## src/hdl/omarb_regs.svh

```systemverilog
/*
 Register offsets, field layouts, reset values and codes of the
 operation mode arbiter. Assumes inclusion by bare name.
*/
`ifndef OMARB_REGS_SVH
`define OMARB_REGS_SVH

// ----------------------------------------
// Register byte offsets
// ----------------------------------------
`define OMARB_OFS_MODE_SEL    12'h000
`define OMARB_OFS_STARTUP_SEL 12'h004
`define OMARB_OFS_EXT_DISPLAY 12'h008
`define OMARB_OFS_TERM_ASSIGN 12'h00c
`define OMARB_OFS_STATUS      12'h010

// ----------------------------------------
// Reset values
// ----------------------------------------
`define OMARB_RST_MODE_SEL    8'h00
`define OMARB_RST_STARTUP_SEL 8'h00
`define OMARB_RST_EXT_DISPLAY 8'h00

// ----------------------------------------
// Setting codes
// ----------------------------------------
`define OMARB_SEL_0  8'h00
`define OMARB_SEL_1  8'h01
`define OMARB_SEL_2  8'h02
`define OMARB_SEL_3  8'h03
`define OMARB_SEL_4  8'h04
`define OMARB_SEL_6  8'h06
`define OMARB_SEL_7  8'h07
`define OMARB_SU_0   8'h00
`define OMARB_SU_1   8'h01
`define OMARB_SU_10  8'h0a
`define OMARB_FN_PANEL_COMMS 8'h41
`define OMARB_FN_EXT_COMMS   8'h42

// ----------------------------------------
// Status fields
// ----------------------------------------
`define OMARB_ST_MODE_LSB 0
`define OMARB_ST_HALT_BIT 5

`endif

```

## src/hdl/omarb_pkg.sv

```systemverilog
/*
 Types of the operation mode arbiter.
 Assumes nothing of its surroundings.
*/
package omarb_pkg;

	// ----------------------------------------
	// One-hot operating modes
	// ----------------------------------------
	typedef enum logic [3:0] {
		OMARB_LOCAL_PANEL = 4'h1,
		OMARB_EXTERNAL = 4'h2,
		OMARB_COMBINED = 4'h4,
		OMARB_COMMUNICATION = 4'h8
	} omarb_mode_t;

	typedef struct packed {
		logic panel_comms;
		logic external_comms;
		logic panel_external;
		logic panel_interlock;
	} omarb_switch_t;

	typedef struct packed {
		logic [11:0] paddr;
		logic pwrite;
		logic [31:0] pwdata;
	} omarb_apb_req_t;

endpackage

```

## src/hdl/omarb_core.sv

```systemverilog
/*
 Operation mode arbiter with APB register slave.
 Assumes pins are asynchronous; stop status comes from pins too.
*/
// Summary of operation
// RULE1 - Settings 0/2/6 allow comms switching when stopped
// RULE2 - Startup 10: panel-comms on panel, off comms
// RULE3 - User assigns codes 65/66 to terminals
// RULE4 - Settings 1,2,3/4 fix mode under startup 10
// RULE5 - Setting 7: interlock off forces external
// RULE6 - External-comms on overrides panel to comms
// RULE7 - Panel-comms off: follow panel-external input
// RULE8 - Startup 0/1: external-comms picks comms/external
// RULE9 - Setting 7: external-comms only with interlock
// RULE10 - Setting 2 toggles comms/external, never panel
// RULE11 - External chosen: panel-comms else panel-external
// RULE12 - Priority: setting, interlock, switches, startup
// RULE13 - Startup 0 per setting, 1/10 comms
// RULE14 - Startup choice applied at power-on, restoration
// RULE15 - Mode setting accepts 0-4,6,7; resets 0
// RULE16 - Settings writable only during stop
// RULE17 - Settings writable only if display setting 0
// RULE18 - Commit change only when stopped, except 6; code also commits at once under setting 7 with interlock off
`include "omarb_regs.svh"
module omarb_core
	import omarb_pkg::*;
(
	// Clock and reset
	input wire logic pclk,
	input wire logic presetn,
	// APB slave
	input wire logic psel,
	input wire logic penable,
	input wire logic pwrite,
	input wire logic [11:0] paddr,
	input wire logic [31:0] pwdata,
	output logic [31:0] prdata,
	output logic pready,
	output logic pslverr,
	// Terminal and panel pins
	input wire logic panel_comms_switch_in,
	input wire logic external_comms_switch_in,
	input wire logic panel_external_switch_in,
	input wire logic panel_interlock_in,
	input wire logic motor_stopped_in,
	input wire logic power_restore_in,
	// Mode outputs
	output logic [3:0] mode_out,
	output logic output_halt_out
);

	// ----------------------------------------
	// Settings and state
	// ----------------------------------------
	logic [7:0] mode_sel_reg;
	logic [7:0] startup_sel_reg;
	logic [7:0] ext_display_reg;
	logic [1:0] assign_reg;
	omarb_mode_t mode_reg, mode_next;
	logic [31:0] prdata_next;
	logic [4:0] pins_sync;
	omarb_switch_t sw;
	logic stopped;
	logic restore_d_reg;

	omarb_sync #(.WIDTH(5)) u_sync (
		.pclk(pclk),
		.presetn(presetn),
		.pin_in({panel_comms_switch_in, external_comms_switch_in,
			panel_external_switch_in, panel_interlock_in,
			power_restore_in}),
		.sync_out(pins_sync)
	);

	assign sw = omarb_switch_t'(pins_sync[4:1]);

	// The motor status pin is sampled once per cycle here too
	logic [1:0] stop_sync_reg;
	always_ff @(posedge pclk or negedge presetn)
	begin
		if (!presetn)
			stop_sync_reg <= 2'h0;
		else
			stop_sync_reg <= {stop_sync_reg[0], motor_stopped_in};
	end
	assign stopped = stop_sync_reg[1];

	function automatic logic valid_sel(input logic [7:0] v);
		valid_sel = (v <= `OMARB_SEL_4) || (v == `OMARB_SEL_6) ||
			(v == `OMARB_SEL_7); // RULE15
	endfunction

	// ----------------------------------------
	// APB decode
	// ----------------------------------------
	wire wr_acc = psel && penable && pwrite;
	// Read data loads in setup so it stands through the access cycle
	wire rd_setup = psel && !penable && !pwrite;
	wire hit_mode = paddr == `OMARB_OFS_MODE_SEL;
	wire hit_su = paddr == `OMARB_OFS_STARTUP_SEL;
	wire hit_disp = paddr == `OMARB_OFS_EXT_DISPLAY;
	wire hit_asg = paddr == `OMARB_OFS_TERM_ASSIGN;
	wire hit_st = paddr == `OMARB_OFS_STATUS;
	// Settings only while stopped and extended display is 0
	wire set_ok = stopped && (ext_display_reg == 8'h00); // RULE16 RULE17
	wire wr_mode = wr_acc && hit_mode && set_ok &&
		valid_sel(pwdata[7:0]); // RULE15
	wire wr_su = wr_acc && hit_su && set_ok &&
		(pwdata[7:0] == `OMARB_SU_0 || pwdata[7:0] == `OMARB_SU_1 ||
		pwdata[7:0] == `OMARB_SU_10);

	// ----------------------------------------
	// Mode arbitration
	// ----------------------------------------
	// Assignment bit 1: panel-comms wired; bit 0: external-comms wired
	wire pc_used = assign_reg[1]; // RULE3
	wire ec_used = assign_reg[0]; // RULE3
	wire su10 = startup_sel_reg == `OMARB_SU_10;
	wire m7 = mode_sel_reg == `OMARB_SEL_7;
	wire m6 = mode_sel_reg == `OMARB_SEL_6;
	wire ec_on = ec_used && sw.external_comms;
	wire lock_ok = !m7 || sw.panel_interlock; // RULE9
	omarb_mode_t ext_or_panel_mode;
	assign ext_or_panel_mode = sw.panel_external ? OMARB_EXTERNAL :
		OMARB_LOCAL_PANEL;

	omarb_mode_t target;
	omarb_mode_t pc_pick, ec_pick;
	always_comb
	begin
		// Panel-comms path, external-comms overrides panel choice
		if (sw.panel_comms)
			pc_pick = ec_on ? OMARB_COMMUNICATION : OMARB_LOCAL_PANEL; // RULE6
		else
			pc_pick = omarb_mode_t'(ext_or_panel_mode); // RULE7
		// External-comms path, then panel-comms, then panel-external
		if (ec_on && lock_ok)
			ec_pick = OMARB_COMMUNICATION; // RULE8
		else if (mode_sel_reg == `OMARB_SEL_2)
			ec_pick = OMARB_EXTERNAL; // RULE10
		else if (pc_used)
			ec_pick = sw.panel_comms ? OMARB_LOCAL_PANEL :
				OMARB_COMMUNICATION; // RULE11
		else
			ec_pick = omarb_mode_t'(ext_or_panel_mode); // RULE11
		// Setting first, interlock second, switches after
		case (mode_sel_reg) // RULE12
			`OMARB_SEL_1: target = OMARB_LOCAL_PANEL; // RULE4
			`OMARB_SEL_3,
			`OMARB_SEL_4: target = OMARB_COMBINED; // RULE4
			`OMARB_SEL_2:
				target = su10 ? OMARB_COMMUNICATION : ec_pick; // RULE4
			`OMARB_SEL_7:
				if (!sw.panel_interlock)
					target = OMARB_EXTERNAL; // RULE5
				else
					target = ec_pick;
			default:
				if (su10 && pc_used)
					target = sw.panel_comms ? pc_pick :
						OMARB_COMMUNICATION; // RULE2
				else if (su10)
					target = mode_reg;
				else
					target = ec_pick;
		endcase
	end

	// Start-up choice for power-on and power restoration
	omarb_mode_t startup_mode;
	always_comb
	begin
		case (mode_sel_reg) // RULE13
			`OMARB_SEL_1: startup_mode = OMARB_LOCAL_PANEL;
			`OMARB_SEL_3,
			`OMARB_SEL_4: startup_mode = OMARB_COMBINED;
			`OMARB_SEL_7:
				startup_mode = (startup_sel_reg == `OMARB_SU_1 &&
					sw.panel_interlock) ? OMARB_COMMUNICATION :
					OMARB_EXTERNAL;
			default:
				startup_mode = (startup_sel_reg == `OMARB_SU_0) ?
					OMARB_EXTERNAL : OMARB_COMMUNICATION;
		endcase
	end

	wire restore_edge = pins_sync[0] && !restore_d_reg;
	// Forced external under interlock loss acts at once
	wire forced = m7 && !sw.panel_interlock;
	// Settings 0/2/6 change only when stopped; 6 also while running
	wire commit_ok = stopped || m6 || forced; // RULE1 RULE18

	always_comb
	begin
		if (restore_edge)
			mode_next = startup_mode; // RULE14
		else if (commit_ok)
			mode_next = target;
		else
			mode_next = mode_reg;
	end

	// Under setting 7, output halts in external mode while the interlock is on
	wire halt_next = m7 && sw.panel_interlock &&
		mode_next == OMARB_EXTERNAL; // RULE5

	always_comb
	begin
		prdata_next = 32'h0;
		if (hit_mode)
			prdata_next[7:0] = mode_sel_reg;
		if (hit_su)
			prdata_next[7:0] = startup_sel_reg;
		if (hit_disp)
			prdata_next[7:0] = ext_display_reg;
		if (hit_asg)
			prdata_next[1:0] = assign_reg;
		if (hit_st)
			prdata_next = {26'h0, output_halt_out, 1'b0, mode_reg};
	end

	// ----------------------------------------
	// Registers
	// ----------------------------------------
	// Reset applies the start-up choice after release; the mode
	// begins external and is reloaded on the first cycle.
	logic boot_reg;
	always_ff @(posedge pclk or negedge presetn)
	begin
		if (!presetn)
		begin
			mode_sel_reg <= `OMARB_RST_MODE_SEL; // RULE15
			startup_sel_reg <= `OMARB_RST_STARTUP_SEL; // RULE13
			ext_display_reg <= `OMARB_RST_EXT_DISPLAY;
			assign_reg <= 2'h0;
			mode_reg <= OMARB_EXTERNAL;
			output_halt_out <= 1'b0;
			restore_d_reg <= 1'b0;
			boot_reg <= 1'b1;
		end
		else
		begin
			if (wr_mode)
				mode_sel_reg <= pwdata[7:0];
			if (wr_su)
				startup_sel_reg <= pwdata[7:0];
			if (wr_acc && hit_disp)
				ext_display_reg <= pwdata[7:0];
			if (wr_acc && hit_asg)
				assign_reg <= pwdata[1:0];
			boot_reg <= 1'b0;
			mode_reg <= boot_reg ? startup_mode : mode_next; // RULE14
			output_halt_out <= halt_next;
			restore_d_reg <= pins_sync[0];
		end
	end

	always_ff @(posedge pclk or negedge presetn)
	begin
		if (!presetn)
		begin
			prdata <= 32'h0;
			pready <= 1'b0;
			pslverr <= 1'b0;
			mode_out <= OMARB_EXTERNAL;
		end
		else
		begin
			prdata <= rd_setup ? prdata_next : prdata;
			pready <= psel && !penable;
			pslverr <= 1'b0;
			mode_out <= boot_reg ? startup_mode : mode_next;
		end
	end

	// ----------------------------------------
	// Checks
	// ----------------------------------------
	mode_onehot_a: assert property (@(posedge pclk) disable iff (!presetn)
		$onehot(mode_reg)) else $error("mode not one-hot"); // RULE12
	fixed_panel_a: assert property (@(posedge pclk) disable iff (!presetn)
		(mode_sel_reg == `OMARB_SEL_1 && !boot_reg && !restore_edge &&
		stopped) |=> mode_reg == OMARB_LOCAL_PANEL)
		else $error("setting 1 not panel"); // RULE4
	forced_ext_a: assert property (@(posedge pclk) disable iff (!presetn)
		(m7 && !sw.panel_interlock && !boot_reg && !restore_edge) |=>
		mode_reg == OMARB_EXTERNAL) else $error("interlock not forcing");
		// RULE5
	sel_legal_a: assert property (@(posedge pclk) disable iff (!presetn)
		mode_sel_reg != 8'h05 && mode_sel_reg <= `OMARB_SEL_7)
		else $error("illegal mode setting"); // RULE15
	hold_run_a: assert property (@(posedge pclk) disable iff (!presetn)
		(!stopped && !m6 && !forced && !restore_edge && !boot_reg) |=>
		$stable(mode_reg)) else $error("mode moved while running");
		// RULE18
	no_panel2_a: assert property (@(posedge pclk) disable iff (!presetn)
		(mode_sel_reg == `OMARB_SEL_2 && !boot_reg && stopped) |=>
		mode_reg != OMARB_LOCAL_PANEL) else $error("panel under 2");
		// RULE10
	wr_lock_a: assert property (@(posedge pclk) disable iff (!presetn)
		(wr_acc && hit_mode && ext_display_reg != 8'h00) |=>
		$stable(mode_sel_reg)) else $error("write not locked"); // RULE17
	halt_ext_a: assert property (@(posedge pclk) disable iff (!presetn)
		output_halt_out |-> mode_reg == OMARB_EXTERNAL)
		else $error("halt outside external"); // RULE5
	cv_comms: cover property (@(posedge pclk) disable iff (!presetn)
		mode_reg == OMARB_COMMUNICATION);
	cv_panel: cover property (@(posedge pclk) disable iff (!presetn)
		mode_reg == OMARB_LOCAL_PANEL);
	cv_halt: cover property (@(posedge pclk) disable iff (!presetn)
		output_halt_out);

endmodule

```

## src/hdl/omarb_sync.sv

```systemverilog
/*
 Two-flop synchroniser for a group of pin levels.
 Assumes the pins are asynchronous to pclk.
*/
module omarb_sync
	import omarb_pkg::*;
#(
	parameter int WIDTH = 5
)
(
	// Clock and reset
	input wire logic pclk,
	input wire logic presetn,
	// Pins and synchronised levels
	input wire logic [WIDTH-1:0] pin_in,
	output logic [WIDTH-1:0] sync_out
);

	logic [WIDTH-1:0] meta_reg;

	// ----------------------------------------
	// First flop feeds only the second
	// ----------------------------------------
	always_ff @(posedge pclk or negedge presetn)
	begin
		if (!presetn)
		begin
			meta_reg <= '0;
			sync_out <= '0;
		end
		else
		begin
			meta_reg <= pin_in;
			sync_out <= meta_reg;
		end
	end

endmodule

```

## config.mk

```make
export PLATFORM = sky130hd
export DESIGN_NAME = omarb_core
export DESIGN_NICKNAME = d
export VERILOG_FILES = /design/src/hdl/omarb_pkg.sv /design/src/hdl/omarb_core.sv /design/src/hdl/omarb_sync.sv
export VERILOG_INCLUDE_DIRS = /design/src /design/src/hdl
export SDC_FILE = /design/constraint.sdc
export NUM_CORES = 1
export LEC_CHECK = 0
export BUFFER_PORTS_ARGS = -buffer_cell sky130_fd_sc_hd__buf_2
export CORE_ASPECT_RATIO = 1.1
export CORE_UTILIZATION = 51
export DETAILED_ROUTE_END_ITERATION = 6
export PLACE_DENSITY = 0.89
export REMOVE_ABC_BUFFERS = 1
export SETUP_SLACK_MARGIN = 0.02
export SLEW_MARGIN = 10
export SYNTH_ARGS = -nofsm -noshare
export SYNTH_HDL_FRONTEND = slang
export SYNTH_SLANG_ARGS = --single-unit
```

## constraint.sdc

```tcl
create_clock -name pclk -period 2.55 [get_ports pclk]
set_input_delay 0.3825 -clock pclk [delete_from_list [all_inputs] [get_ports pclk]]
set_output_delay 0.3825 -clock pclk [all_outputs]
set_load 0.01 [all_outputs]
```

==> reports/qor.yml <==
met2_usage_pct: 37.4
firstDrtPassIters: 6
path_max_fanout: 7
die_h_um: 80.6
port_buffers: 44
die_w_um: 73.5
core_area_sq_um: 5400
place_ws_ns: 0.105
power.density_nw_per_um2: 499
end_kind: "register"
netlist-cell-type-count: 61
synthCells: 284
ctsHoldBuffers: 0
routed_wl_um: 6240
ys.warnings.count: 0
synth_top_area_share_pct: 45.4
cts-root-buf: "clkbuf_8"
grt_pass1_vias: 2143
final_nets: 392
fin_setup_tns_ns: 0
dieArea_sq_um: 5920
path_clk_slew_ns: 0.09
areaGrowthSynthToFinish_pct: 12.7
clk_path_buf_depth: 2
synth_top_flop_cell: "dfrtp_1"
fmax_mhz: 421
drt_iter0_drc: 152
hold_viol_final: 0
synth.avg_cell_area_sq_um: 10.1
ys_seq_area_share_pct: 47.2
period_share_pct: 93.1
path_class: "register to register"
cp.required_ns: 2.75
use_met1_pct: 29.1
start_util_pct: 53.1
routedWlPerCell_um: 15.1
tightest_slew_ns: 0.797
antenna_left: 0
cp-start-kind: "register"
seq_area_sq_um: 1350
rsz0062_at_grt: "false"
drt-vias-per-instance: 5.67
multi_input_area_sq_um: 1360
synth_area_sq_um: 2870
ys_ff_latch: 54
slew_viol_final: 0
gr-usage-met3_pct: 3.64
antenna_found_initial: 0
std_cell_rows: 28
leakage_nw: 1.50
fin_util_pct: 59.8
n_antenna_cell: 0
vdd_drop_max_uv: 362
cts_tree: "yes"
skew_ns: 0.00232
hp-class: "input port to async pin"
synth-async-reset-ratio_pct: 100
maxSlewHeadroom_pct: 46.9
grt_usage_pct: 22.8
drc: 0
synth_common_cells: "dfrtp_1, buf_4, nand2_1"
synthTopCellsByArea: "dfrtp_1, buf_4, mux2_2, o21ai_0, nand2_1"
cts_buffers: 5
top_usage_layer: "met2"
synth.most_common_cell: "dfrtp_1"
arrival_ns: 2.57
post-dp-hpwl_um: 4830
grt_pass1_wl_um: 10100
drv_cap: 0
route.vias.total: 2343
synth_top_cell_by_area: "dfrtp_1"
post-route-min-period_ns: 2.37
cts_sinks: 54
synth_edf_count: 0
finalSetupViolations: 0
overflow: 0
htree_levels: 2
clock_latency_ns: 0.31
status: "completed"
grt_max_degree: 38
layout-drive-gt1-share_pct: 26.6
nFillCells: 480
place_congestion: 0.886
setup_slack_ns: 0.175
ios: 94
[layout by cell type (no fill, tap or decap), drive strengths merged, types with 3 or more instances in the layout]
cell type and count:
o21ai 22, inv 3, nor2 22, nor4 8, nand2 23, clkbuf 5, nor3 6, a221oi 3
mux2 13, buf 54, nand3 6, o31ai 3, nor3b 4, conb 26, nor2b 4, and3 3
nand2b 7, a21oi 11, and2 12, nand4 3, dfrtp 52, a31oi 5
[metrics by stage]
step | cells | area [sq um] | hold slack [ns] | total power, W
6_report | 413 | 3230 | 0.149 | 0.00161
5_1_grt | 413 | 3230 | 0.155 | 0.00168
4_1_cts | 413 | 3210 | 0.162 | 0.00162
3_5_place_dp | 405 | 3100 | 0.335 | 0.00106
3_3_place_gp | 405 | 3100 | 0.333 | 0.00105
2_1_floorplan | 276 | 2710 | 0.0869 | 0.000981
[power breakdown]
group	total (W)	internal [W]	switching, W
logic	0.000143	0.0000529	0.0000903
clock network	0.000570	0.000292	0.000278
registers	0.000899	0.000883	0.0000159
total	0.00161	0.00123	0.000384
[final timing paths]
check / startpoint / to / slack (ns) / cells past startpoint
max in group asynchronous: presetn / mode_out[1] / 1.67 / 2
worst max-delay path: mode_sel_reg[5] / output_halt_out / 0.18 / 7
worst max register to register: mode_sel_reg[5] / output_halt_out / 0.18 / 7
worst min register to register: u_sync.meta_reg[3] / u_sync.sync_out[3] / 0.35 / 0
worst min-delay path: presetn / u_sync.meta_reg[2] / 0.15 / 1
min in group pclk: power_restore_in / u_sync.meta_reg[0] / 0.17 / 1
[critical path, cell delays in order (launching register included)]
cell and delay (ns):
dfrtp_1 0.43, or4_4 0.63, or2_0 0.30, a21oi_4 0.21
o211ai_1 0.13, a211o_1 0.30, a21oi_1 0.19, nor4_2 0.06
[layer usage]
layer  wire length, um  vias to the layer above
met5                 0                        -
met3               339                       17
met1              2530                     1115
li1                  -                     1097
met4               167                        0
met2              3200                      114
[what timing repair did]
| item | CTS | global route |
|---|---|---|
| resized for setup | 0 | 2 |
| buffers inserted | 0 | 0 |
| endpoints found under the setup margin | 0 | 2 |
[layout make-up]
type / count / share of cell area (%)
Sequential cell: 54 / 41.9
Multi-Input combinational cell: 219 / 42.1
Inverter: 3 / 0.349
Clock inverter: 3 / 1.40
Tap cell: 75 / 2.91
Timing Repair Buffer: 54 / 9.15
Clock buffer: 5 / 2.13
[kinds of logic after synthesis]
| group | count (synthesis) | synth area share, % |
|---|---|---|
| and+or+nand+nor | 114 | 22.4 |
| AOI/OAI and AO/OA | 66 | 15.9 |
| DFF | 54 | 47.2 |
| buffers and inverters | 36 | 9.13 |
| muxes | 13 | 5.11 |
| other | 1 | 0.131 |
(Power assumes the default switching activity.)
